### src/rtl/sbp_pkg.sv
// Constants, field positions, command codes and types of the status and block protection logic.
// Assumes a 25-bit byte address space of 512 sectors of 64KB each.
package sbp_pkg;

    // Status register fields.
    localparam int SR_SRWD = 7;
    localparam int SR_BP3  = 6;
    localparam int SR_TB   = 5;
    localparam int SR_BP2  = 4;
    localparam int SR_BP1  = 3;
    localparam int SR_BP0  = 2;
    localparam int SR_WEL  = 1;
    localparam int SR_WIP  = 0;

    // Flag status register fields.
    localparam int FSR_READY     = 7;
    localparam int FSR_ERASE_ERR = 5;
    localparam int FSR_PROG_ERR  = 4;
    localparam int FSR_PROT_ERR  = 1;

    // Reset values.
    localparam logic       SRWD_RESET = 1'b0;
    localparam logic       TB_RESET   = 1'b0;
    localparam logic [3:0] BP_RESET   = 4'h0;
    localparam logic       WEL_RESET  = 1'b0;

    // Array geometry.
    localparam int         ADDR_BITS    = 25;
    localparam int         SECTOR_LSB   = 16;
    localparam int         SECTOR_BITS  = 9;
    localparam logic [9:0] SECTOR_COUNT = 10'h200;
    localparam logic [3:0] BP_ALL_CODE  = 4'hA;
    localparam logic [2:0] ADDR_BYTES   = 3'h4;

    // Command codes.
    localparam logic [7:0] CMD_WRITE_STATUS = 8'h01;
    localparam logic [7:0] CMD_PROGRAM      = 8'h02;
    localparam logic [7:0] CMD_WRITE_DIS    = 8'h04;
    localparam logic [7:0] CMD_READ_STATUS  = 8'h05;
    localparam logic [7:0] CMD_WRITE_EN     = 8'h06;
    localparam logic [7:0] CMD_SUB4_ERASE   = 8'h20;
    localparam logic [7:0] CMD_CLEAR_FLAGS  = 8'h50;
    localparam logic [7:0] CMD_SUB32_ERASE  = 8'h52;
    localparam logic [7:0] CMD_READ_FLAGS   = 8'h70;
    localparam logic [7:0] CMD_BULK_ERASE   = 8'hC7;
    localparam logic [7:0] CMD_SECT_ERASE   = 8'hD8;

    // Timing of an internal write cycle.
    localparam int BUSY_TIME_NS  = 4000;
    localparam int CLK_PERIOD_NS = 4;
    localparam int BUSY_CYCLES   = (BUSY_TIME_NS + CLK_PERIOD_NS - 1) / CLK_PERIOD_NS;
    localparam int BUSY_CNT_BITS = 16;

    typedef enum logic [1:0] {
        ST_CMD  = 2'b00,
        ST_ADDR = 2'b01,
        ST_DATA = 2'b11,
        ST_OUT  = 2'b10
    } sbp_state_t;

    typedef enum logic [2:0] {
        OP_PROGRAM = 3'h0,
        OP_SUB4    = 3'h1,
        OP_SUB32   = 3'h2,
        OP_SECTOR  = 3'h3,
        OP_BULK    = 3'h4
    } sbp_op_t;

endpackage : sbp_pkg

### src/rtl/sbp_range_if.sv
// Interface between the command logic and the protected range checker.
// Assumes both ends sit in the same clock domain.
interface sbp_range_if;
    logic [3:0] code;
    logic       bottom;
    logic [8:0] sector;
    logic       hit;
    logic       any_on;

    modport requester (output code, output bottom, output sector, input hit, input any_on);
    modport judge     (input code, input bottom, input sector, output hit, output any_on);
endinterface : sbp_range_if

### src/rtl/sbp_range_check.sv
// Protected range checker: decides whether a sector lies in the block-protected area.
// Assumes a stable code and sector from the requester; purely combinational.
module sbp_range_check (
    sbp_range_if.judge chk
);
    logic [9:0] span;
    logic [9:0] sector_w;

    always_comb
    begin
        sector_w = {1'b0, chk.sector};
        if (chk.code == 4'h0)
        begin
            span = 10'h000;
        end
        else if (chk.code >= sbp_pkg::BP_ALL_CODE)
        begin
            span = sbp_pkg::SECTOR_COUNT;
        end
        else
        begin
            span = 10'(10'h001 << (chk.code - 4'h1));
        end
    end

    // A top range counts down from the last sector, a bottom range up from sector 0.
    assign chk.hit    = chk.bottom ? (sector_w < span) : (sector_w >= 10'(sbp_pkg::SECTOR_COUNT - span));
    assign chk.any_on = (chk.code != 4'h0);

endmodule : sbp_range_check

### src/rtl/sbp_status_guard.sv
// Status register and block write protection of a serial flash, seen from the serial pins.
// Assumes the serial clock, select, data and protect pins are asynchronous to i_clock and slow
// enough (period 125 ns) to be sampled; i_quad_mode is a level from logic on i_clock.
module sbp_status_guard #(
    parameter int BUSY_CYCLES = sbp_pkg::BUSY_CYCLES
) (
    input  wire logic        i_clock,
    input  wire logic        i_rst_n,
    input  wire logic        i_cs_n,
    input  wire logic        i_sclk,
    input  wire logic        i_mosi,
    input  wire logic        i_data_line_two,
    input  wire logic        i_quad_mode,
    output logic             o_miso,
    output logic             o_miso_oe,
    output logic             o_data_line_two,
    output logic             o_data_line_two_oe,
    output logic             o_op_valid,
    output logic [2:0]       o_op_kind,
    output logic [24:0]      o_op_addr,
    output logic             o_busy
);
    localparam logic [15:0] BUSY_LOAD = 16'(BUSY_CYCLES);

    logic        cs_s1_ff, cs_s2_ff, cs_d3_ff;
    logic        sclk_s1_ff, sclk_s2_ff, sclk_d3_ff;
    logic        mosi_s1_ff, mosi_s2_ff;
    logic        wp_s1_ff, wp_s2_ff;
    logic        sclk_rise, sclk_fall, frame_end;

    sbp_pkg::sbp_state_t state_ff, nxt_state;
    logic [2:0]  bit_cnt_ff, nxt_bit_cnt;
    logic [7:0]  shift_ff, nxt_shift;
    logic [7:0]  opcode_ff, nxt_opcode;
    logic [24:0] addr_ff, nxt_addr;
    logic [2:0]  addr_cnt_ff, nxt_addr_cnt;
    logic        got_data_ff, nxt_got_data;
    logic [7:0]  wrsr_val_ff, nxt_wrsr_val;
    logic [2:0]  out_idx_ff, nxt_out_idx;
    logic        miso_ff, nxt_miso;
    logic        srwd_ff, nxt_srwd;
    logic        tb_ff, nxt_tb;
    logic [3:0]  bp_ff, nxt_bp;
    logic        wel_ff, nxt_wel;
    logic [15:0] busy_cnt_ff, nxt_busy_cnt;
    logic        err_erase_ff, nxt_err_erase;
    logic        err_prog_ff, nxt_err_prog;
    logic        err_prot_ff, nxt_err_prot;
    logic        op_valid_ff, nxt_op_valid;
    logic [2:0]  op_kind_ff, nxt_op_kind;
    logic [24:0] op_addr_ff, nxt_op_addr;

    logic [7:0]  byte_in;
    logic [7:0]  status_byte, flag_byte;
    logic        busy, ready, locked, out_bit, addr_done, is_array_op;
    logic [24:0] full_addr;

    sbp_range_if rng ();

    sbp_range_check u_range (
        .chk (rng.judge)
    );

    // The first stage of each synchroniser feeds only the second.
    always_ff @(posedge i_clock)
    begin
        if (!i_rst_n)
        begin
            cs_s1_ff   <= 1'b1;
            cs_s2_ff   <= 1'b1;
            cs_d3_ff   <= 1'b1;
            sclk_s1_ff <= 1'b0;
            sclk_s2_ff <= 1'b0;
            sclk_d3_ff <= 1'b0;
            mosi_s1_ff <= 1'b0;
            mosi_s2_ff <= 1'b0;
            wp_s1_ff   <= 1'b1;
            wp_s2_ff   <= 1'b1;
        end
        else
        begin
            cs_s1_ff   <= i_cs_n;
            cs_s2_ff   <= cs_s1_ff;
            cs_d3_ff   <= cs_s2_ff;
            sclk_s1_ff <= i_sclk;
            sclk_s2_ff <= sclk_s1_ff;
            sclk_d3_ff <= sclk_s2_ff;
            mosi_s1_ff <= i_mosi;
            mosi_s2_ff <= mosi_s1_ff;
            wp_s1_ff   <= i_data_line_two;
            wp_s2_ff   <= wp_s1_ff;
        end
    end

    assign sclk_rise = sclk_s2_ff & ~sclk_d3_ff;
    assign sclk_fall = ~sclk_s2_ff & sclk_d3_ff;
    assign frame_end = cs_s2_ff & ~cs_d3_ff;
    assign byte_in   = {shift_ff[6:0], mosi_s2_ff};

    assign busy  = (busy_cnt_ff != 16'h0000);
    assign ready = ~busy;
    // In quad mode the pin is a data line, so it never locks the register.
    assign locked = srwd_ff & ~wp_s2_ff & ~i_quad_mode;

    always_comb
    begin
        status_byte                     = 8'h00;
        status_byte[sbp_pkg::SR_SRWD]   = srwd_ff;
        status_byte[sbp_pkg::SR_BP3]    = bp_ff[3];
        status_byte[sbp_pkg::SR_TB]     = tb_ff;
        status_byte[sbp_pkg::SR_BP2]    = bp_ff[2];
        status_byte[sbp_pkg::SR_BP1]    = bp_ff[1];
        status_byte[sbp_pkg::SR_BP0]    = bp_ff[0];
        status_byte[sbp_pkg::SR_WEL]    = wel_ff;
        status_byte[sbp_pkg::SR_WIP]    = ~ready;
        flag_byte                       = 8'h00;
        flag_byte[sbp_pkg::FSR_READY]     = ready;
        flag_byte[sbp_pkg::FSR_ERASE_ERR] = err_erase_ff;
        flag_byte[sbp_pkg::FSR_PROG_ERR]  = err_prog_ff;
        flag_byte[sbp_pkg::FSR_PROT_ERR]  = err_prot_ff;
    end

    assign out_bit = (opcode_ff == sbp_pkg::CMD_READ_STATUS) ? status_byte[3'h7 - out_idx_ff]
                                                             : flag_byte[3'h7 - out_idx_ff];

    // The address register keeps the low 25 bits of the four address bytes.
    assign full_addr   = addr_ff;
    assign addr_done   = (addr_cnt_ff == sbp_pkg::ADDR_BYTES);
    assign is_array_op = (opcode_ff == sbp_pkg::CMD_PROGRAM) || (opcode_ff == sbp_pkg::CMD_SUB4_ERASE) ||
                         (opcode_ff == sbp_pkg::CMD_SUB32_ERASE) || (opcode_ff == sbp_pkg::CMD_SECT_ERASE);

    assign rng.code   = bp_ff;
    assign rng.bottom = tb_ff;
    assign rng.sector = addr_ff[sbp_pkg::SECTOR_LSB +: sbp_pkg::SECTOR_BITS];

    always_comb
    begin
        nxt_state     = state_ff;
        nxt_bit_cnt   = bit_cnt_ff;
        nxt_shift     = shift_ff;
        nxt_opcode    = opcode_ff;
        nxt_addr      = addr_ff;
        nxt_addr_cnt  = addr_cnt_ff;
        nxt_got_data  = got_data_ff;
        nxt_wrsr_val  = wrsr_val_ff;
        nxt_out_idx   = out_idx_ff;
        nxt_miso      = miso_ff;
        nxt_srwd      = srwd_ff;
        nxt_tb        = tb_ff;
        nxt_bp        = bp_ff;
        nxt_wel       = wel_ff;
        nxt_busy_cnt  = busy ? (busy_cnt_ff - 16'h0001) : busy_cnt_ff;
        nxt_err_erase = err_erase_ff;
        nxt_err_prog  = err_prog_ff;
        nxt_err_prot  = err_prot_ff;
        nxt_op_valid  = 1'b0;
        nxt_op_kind   = op_kind_ff;
        nxt_op_addr   = op_addr_ff;
        // The latch drops when an internal write cycle ends.
        if (busy_cnt_ff == 16'h0001)
        begin
            nxt_wel = 1'b0;
        end
        // Commands act at the end of a whole-byte frame; only reads are served while busy.
        if (frame_end && (bit_cnt_ff == 3'h0) && !busy)
        begin
            if (opcode_ff == sbp_pkg::CMD_WRITE_EN)
            begin
                nxt_wel = 1'b1;
            end
            else if (opcode_ff == sbp_pkg::CMD_WRITE_DIS)
            begin
                nxt_wel = 1'b0;
            end
            else if (opcode_ff == sbp_pkg::CMD_CLEAR_FLAGS)
            begin
                nxt_err_erase = 1'b0;
                nxt_err_prog  = 1'b0;
                nxt_err_prot  = 1'b0;
            end
            else if ((opcode_ff == sbp_pkg::CMD_WRITE_STATUS) && wel_ff && got_data_ff && !locked)
            begin
                nxt_srwd     = wrsr_val_ff[sbp_pkg::SR_SRWD];
                nxt_tb       = wrsr_val_ff[sbp_pkg::SR_TB];
                nxt_bp       = {wrsr_val_ff[sbp_pkg::SR_BP3], wrsr_val_ff[sbp_pkg::SR_BP2],
                                wrsr_val_ff[sbp_pkg::SR_BP1], wrsr_val_ff[sbp_pkg::SR_BP0]};
                nxt_busy_cnt = BUSY_LOAD;
            end
            else if (is_array_op && wel_ff && addr_done)
            begin
                if (rng.hit)
                begin
                    nxt_err_prot = 1'b1;
                    nxt_wel      = 1'b0;
                    if (opcode_ff == sbp_pkg::CMD_PROGRAM)
                    begin
                        nxt_err_prog = 1'b1;
                    end
                    else
                    begin
                        nxt_err_erase = 1'b1;
                    end
                end
                else
                begin
                    nxt_op_valid = 1'b1;
                    nxt_op_addr  = full_addr;
                    nxt_busy_cnt = BUSY_LOAD;
                    case (opcode_ff)
                        sbp_pkg::CMD_PROGRAM:     nxt_op_kind = sbp_pkg::OP_PROGRAM;
                        sbp_pkg::CMD_SUB4_ERASE:  nxt_op_kind = sbp_pkg::OP_SUB4;
                        sbp_pkg::CMD_SUB32_ERASE: nxt_op_kind = sbp_pkg::OP_SUB32;
                        default:                  nxt_op_kind = sbp_pkg::OP_SECTOR;
                    endcase
                end
            end
            else if ((opcode_ff == sbp_pkg::CMD_BULK_ERASE) && wel_ff)
            begin
                if (rng.any_on)
                begin
                    nxt_err_erase = 1'b1;
                    nxt_err_prot  = 1'b1;
                    nxt_wel       = 1'b0;
                end
                else
                begin
                    nxt_op_valid = 1'b1;
                    nxt_op_kind  = sbp_pkg::OP_BULK;
                    nxt_op_addr  = 25'h0000000;
                    nxt_busy_cnt = BUSY_LOAD;
                end
            end
        end
        if (cs_s2_ff)
        begin
            nxt_state    = sbp_pkg::ST_CMD;
            nxt_bit_cnt  = 3'h0;
            // An empty frame must not replay the previous command.
            nxt_opcode   = 8'h00;
            nxt_addr_cnt = 3'h0;
            nxt_got_data = 1'b0;
            nxt_out_idx  = 3'h0;
        end
        else
        begin
            if (sclk_rise)
            begin
                nxt_shift   = byte_in;
                nxt_bit_cnt = bit_cnt_ff + 3'h1;
                if (bit_cnt_ff == 3'h7)
                begin
                    case (state_ff)
                        sbp_pkg::ST_CMD:
                        begin
                            nxt_opcode = byte_in;
                            if ((byte_in == sbp_pkg::CMD_READ_STATUS) || (byte_in == sbp_pkg::CMD_READ_FLAGS))
                            begin
                                nxt_state = sbp_pkg::ST_OUT;
                            end
                            else if ((byte_in == sbp_pkg::CMD_PROGRAM) || (byte_in == sbp_pkg::CMD_SUB4_ERASE) ||
                                     (byte_in == sbp_pkg::CMD_SUB32_ERASE) || (byte_in == sbp_pkg::CMD_SECT_ERASE))
                            begin
                                nxt_state = sbp_pkg::ST_ADDR;
                            end
                            else
                            begin
                                nxt_state = sbp_pkg::ST_DATA;
                            end
                        end
                        sbp_pkg::ST_ADDR:
                        begin
                            nxt_addr     = {addr_ff[16:0], byte_in};
                            nxt_addr_cnt = addr_cnt_ff + 3'h1;
                            if (addr_cnt_ff == (sbp_pkg::ADDR_BYTES - 3'h1))
                            begin
                                nxt_state = sbp_pkg::ST_DATA;
                            end
                        end
                        sbp_pkg::ST_DATA:
                        begin
                            if (!got_data_ff)
                            begin
                                nxt_wrsr_val = byte_in;
                                nxt_got_data = 1'b1;
                            end
                        end
                        default:
                        begin
                            nxt_state = state_ff;
                        end
                    endcase
                end
            end
            if (sclk_fall && (state_ff == sbp_pkg::ST_OUT))
            begin
                nxt_miso    = out_bit;
                nxt_out_idx = out_idx_ff + 3'h1;
            end
        end
    end

    always_ff @(posedge i_clock)
    begin
        if (!i_rst_n)
        begin
            state_ff     <= sbp_pkg::ST_CMD;
            bit_cnt_ff   <= 3'h0;
            shift_ff     <= 8'h00;
            opcode_ff    <= 8'h00;
            addr_ff      <= 25'h0000000;
            addr_cnt_ff  <= 3'h0;
            got_data_ff  <= 1'b0;
            wrsr_val_ff  <= 8'h00;
            out_idx_ff   <= 3'h0;
            miso_ff      <= 1'b0;
            srwd_ff      <= sbp_pkg::SRWD_RESET;
            tb_ff        <= sbp_pkg::TB_RESET;
            bp_ff        <= sbp_pkg::BP_RESET;
            wel_ff       <= sbp_pkg::WEL_RESET;
            busy_cnt_ff  <= 16'h0000;
            err_erase_ff <= 1'b0;
            err_prog_ff  <= 1'b0;
            err_prot_ff  <= 1'b0;
            op_valid_ff  <= 1'b0;
            op_kind_ff   <= 3'h0;
            op_addr_ff   <= 25'h0000000;
        end
        else
        begin
            state_ff     <= nxt_state;
            bit_cnt_ff   <= nxt_bit_cnt;
            shift_ff     <= nxt_shift;
            opcode_ff    <= nxt_opcode;
            addr_ff      <= nxt_addr;
            addr_cnt_ff  <= nxt_addr_cnt;
            got_data_ff  <= nxt_got_data;
            wrsr_val_ff  <= nxt_wrsr_val;
            out_idx_ff   <= nxt_out_idx;
            miso_ff      <= nxt_miso;
            srwd_ff      <= nxt_srwd;
            tb_ff        <= nxt_tb;
            bp_ff        <= nxt_bp;
            wel_ff       <= nxt_wel;
            busy_cnt_ff  <= nxt_busy_cnt;
            err_erase_ff <= nxt_err_erase;
            err_prog_ff  <= nxt_err_prog;
            err_prot_ff  <= nxt_err_prot;
            op_valid_ff  <= nxt_op_valid;
            op_kind_ff   <= nxt_op_kind;
            op_addr_ff   <= nxt_op_addr;
        end
    end

    assign o_miso             = miso_ff;
    assign o_miso_oe          = (state_ff == sbp_pkg::ST_OUT) & ~cs_s2_ff;
    assign o_data_line_two    = miso_ff;
    assign o_data_line_two_oe = i_quad_mode & o_miso_oe;
    assign o_op_valid         = op_valid_ff;
    assign o_op_kind          = op_kind_ff;
    assign o_op_addr          = op_addr_ff;
    assign o_busy             = busy;
endmodule : sbp_status_guard

### config.mk
export PLATFORM = sky130hd
export DESIGN_NAME = sbp_status_guard
export DESIGN_NICKNAME = d
export VERILOG_FILES = /design/src/rtl/sbp_pkg.sv /design/src/rtl/sbp_range_if.sv /design/src/rtl/sbp_range_check.sv /design/src/rtl/sbp_status_guard.sv
export SDC_FILE = /design/constraint.sdc
export NUM_CORES = 1
export LEC_CHECK = 0
export BUFFER_PORTS_ARGS = -buffer_cell sky130_fd_sc_hd__buf_2
export CELL_PAD_IN_SITES_DETAIL_PLACEMENT = 2
export CELL_PAD_IN_SITES_GLOBAL_PLACEMENT = 2
export CORE_MARGIN = 10
export CORE_UTILIZATION = 32
export CTS_BUF_LIST = sky130_fd_sc_hd__clkbuf_4
export DETAILED_ROUTE_END_ITERATION = 10
export GPL_ROUTABILITY_DRIVEN = 0
export PLACE_DENSITY = 0.71
export SYNTH_ARGS = -nofsm -noshare
export SYNTH_HDL_FRONTEND = slang
export SYNTH_SLANG_ARGS = --single-unit
### constraint.sdc
create_clock -name i_clock -period 3.6 [get_ports i_clock]
set_input_delay 0.36 -clock i_clock [delete_from_list [all_inputs] [get_ports i_clock]]
set_output_delay 0.36 -clock i_clock [all_outputs]
set_load 0.02 [all_outputs]
==> impl_metrics.json <==
{
  "critical_path.endpoint": "o_op_addr[1]",
  "wl_mm": 19.2,
  "grt.overflow.total": 0,
  "fmax_mhz": 302,
  "grtUsageMet1_pct": 19.3,
  "yosysUniqueCellTypes": 64,
  "run_status": "completed",
  "grt_first_pass_wirelength_mm": 31.6,
  "grt_use_met3_pct": 3.07,
  "slew_headroom_pct": 42.4,
  "synthArstFlopShare_pct": 0,
  "cp_max_fo": 24,
  "report.final.slew_viol_count": 0,
  "core_mm2": 0.0188,
  "met2_usage_pct": 27.9,
  "finClkSkew_ps": 24.4,
  "cts.clk_slew.worst_paths_ps": 120,
  "reg2reg_slack_ps": 290,
  "final_common_cell": "dfxtp_1",
  "postCtsSetupBuffers": 0,
  "cts_root_buf": "clkbuf_4",
  "vias_per_cell": 5.38,
  "min_period_ps": 3310,
  "crit_path_end_kind": "flip-flop",
  "yosysSeqAreaShare_pct": 40.6,
  "ys_ff_latch": 124,
  "cts_made_buffers": 17,
  "synthFlopType": "dfxtp_1",
  "ys_warn_count": 0,
  "die_y_um": 158,
  "first_pass_iters": 4,
  "place_inst": 948,
  "drive_gt1_share_pct": 13.6,
  "tightestPinTransition_ps": 864,
  "synth_area_mm2": 0.00611,
  "startpoint": "bp_ff[2]",
  "cts_htree_levels": 4,
  "drc": 0,
  "rsz0062_at_grt": "no",
  "max_cap_viol_count": 0,
  "hold_path.class": "primary input to flip-flop",
  "cts_tree": "built",
  "synth_edf_count": 0,
  "grt_max_degree": 36,
  "startpoint_type": "flip-flop",
  "leakagePower_nw": 2.71,
  "syn_nets": 737,
  "p_per_area_mw_per_mm2": 494,
  "cp.required_ps": 4060,
  "drtAntennaViolNets": 0,
  "reg2reg_depth": 11,
  "busiest_layer": "met2",
  "first_global_vias": 5771,
  "nets": 772,
  "area_growth_pct": 13.6,
  "pin_count": 41,
  "die_area_mm2": 0.0250,
  "post-route-period-util_pct": 91.8,
  "ir_worst_vdd_v": 0.000163,
  "synthCells": 702,
  "wl_per_cell_um": 19.5,
  "dp.final_hpwl_mm": 14.2,
  "path_class": "flip-flop to flip-flop",
  "fin_tns_setup_ps": 0,
  "clock-sinks": 124,
  "fin_util_pct": 37.0,
  "synth.avg_cell_area_um2": 8.70,
  "vias": 5287,
  "grt_util_all_layers_pct": 16.0,
  "r2r_start": "bp_ff[2]",
  "port_buffers": 40,
  "stdcell_count": 983,
  "drtIter0Drc": 243,
  "antenna_found_initial": 1,
  "final_cell_mix": "dfxtp_1, nand2_1, nor2_1, a21oi_1, buf_2",
  "setup_viol": 0,
  "start_util_pct": 32.6,
  "clockBufferDepth": 2,
  "r2r-end": "o_op_addr[1]",
  "rows": 50,
  "fp.dieW_um": 158,
  "clk_latency_ps": 560,
  "cp.arrival_ps": 3760,
  "fill_cells": 2115,
  "hold_viol_final": 0
}
==> flip-flops by register name, indices dropped and copies added, names as in the netlist, 2 cells and up <==
| register | cells |
|---|---|
| shift_ff | 7 |
| bp_ff | 4 |
| bit_cnt_ff | 3 |
| opcode_ff | 8 |
| busy_cnt_ff | 16 |
| addr_ff | 25 |
| addr_cnt_ff | 3 |
| o_op_addr | 25 |
| out_idx_ff | 3 |
| state_ff | 2 |
| wrsr_val_ff | 6 |
| o_op_kind | 3 |
==> through the flow <==
stage               power, W  area [um^2]  setup WS [ps]  hold slack [ps]
floorplan            0.00202         6110            140              386
global placement     0.00216         6540            519              389
detailed placement   0.00221         6540            353              415
CTS                  0.00348         6940            340              380
global route         0.00364         6940           60.1              394
finish               0.00343         6940            294              405
==> what timing repair did <==
item	CTS	global route
hold buffers	4	0
endpoints found under the hold margin	4	0
gates resized for setup	0	0
==> critical path, stage by stage, from the launching register on <==
cell,delay (ps)
dfxtp_1,390
buf_4,180
nor2b_1,400
a211oi_1,120
a22o_1,260
ha_1,310
a21oi_1,230
o2111ai_1,220
a32oi_1,360
a21oi_2,120
buf_4,250
a221o_1,360
==> per-layer routing <==
metal	vias up	part of all wire, %	wire length, um
li1	2554	-	-
met3	22	2.8	539
met5	-	0	0
met1	2641	46	8770
met2	70	50	9570
met4	0	1.4	272
==> how the worst min path moves through the flow <==
stage                   from             end  slack (ps)  cells after the start
finish               i_rst_n  busy_cnt_ff[8]         410                      3
global placement    cs_s1_ff        cs_s2_ff         390                      1
global route         i_rst_n  busy_cnt_ff[8]         390                      3
floorplan           cs_s1_ff        cs_s2_ff         390                      1
detailed placement  cs_s1_ff        cs_s2_ff         410                      1
CTS                  i_rst_n  busy_cnt_ff[8]         380                      3
==> where the power goes <==
| group | switching (W) | leakage, nW | internal [W] | total (W) |
|---|---|---|---|---|
| registers | 0.0000865 | 1.00 | 0.00145 | 0.00154 |
| logic | 0.000392 | 1.52 | 0.000252 | 0.000644 |
| clock network | 0.000558 | 0.186 | 0.000690 | 0.00125 |
| total | 0.00104 | 2.71 | 0.00239 | 0.00343 |
==> synthesized netlist by cell type (12+ instances only) <==
library cell / instances / area (um^2)
ha_1: 28 / 350
nand2_1: 83 / 312
a221o_1: 24 / 240
nor2_1: 68 / 255
nor3_1: 17 / 85.1
mux2i_1: 31 / 310
a21oi_1: 44 / 220
inv_1: 14 / 52.6
and2_1: 32 / 200
dfxtp_1: 124 / 2480
nor2b_1: 33 / 206
nand2b_1: 12 / 75.1
nand3_1: 15 / 75.1
clkbuf_1: 38 / 143
==> layout make-up <==
cell class                 instances  area [um^2]  area share (%)
tap                              234          293            4.22
sequential                       124         2480            35.8
multi-input combinational        517         3380            48.6
clock inverter                    12          219            3.16
clock buffer                      18          135            1.95
inverter                          15         56.3           0.811
timing repair buffer              62          375            5.41
antenna                            1         2.50          0.0361
==> cells by family after synthesis <==
family,share of synthesized area (%)
multiplexers,6.00
flip-flops,40.6
AND/OR/NAND/NOR,25.2
XOR/XNOR,2.87
adder cells (fa/ha/maj),5.73
buffers and inverters,4.20
AO/OA/AOI/OAI,15.4
Note: power is estimated with default switching activity, not from simulation.
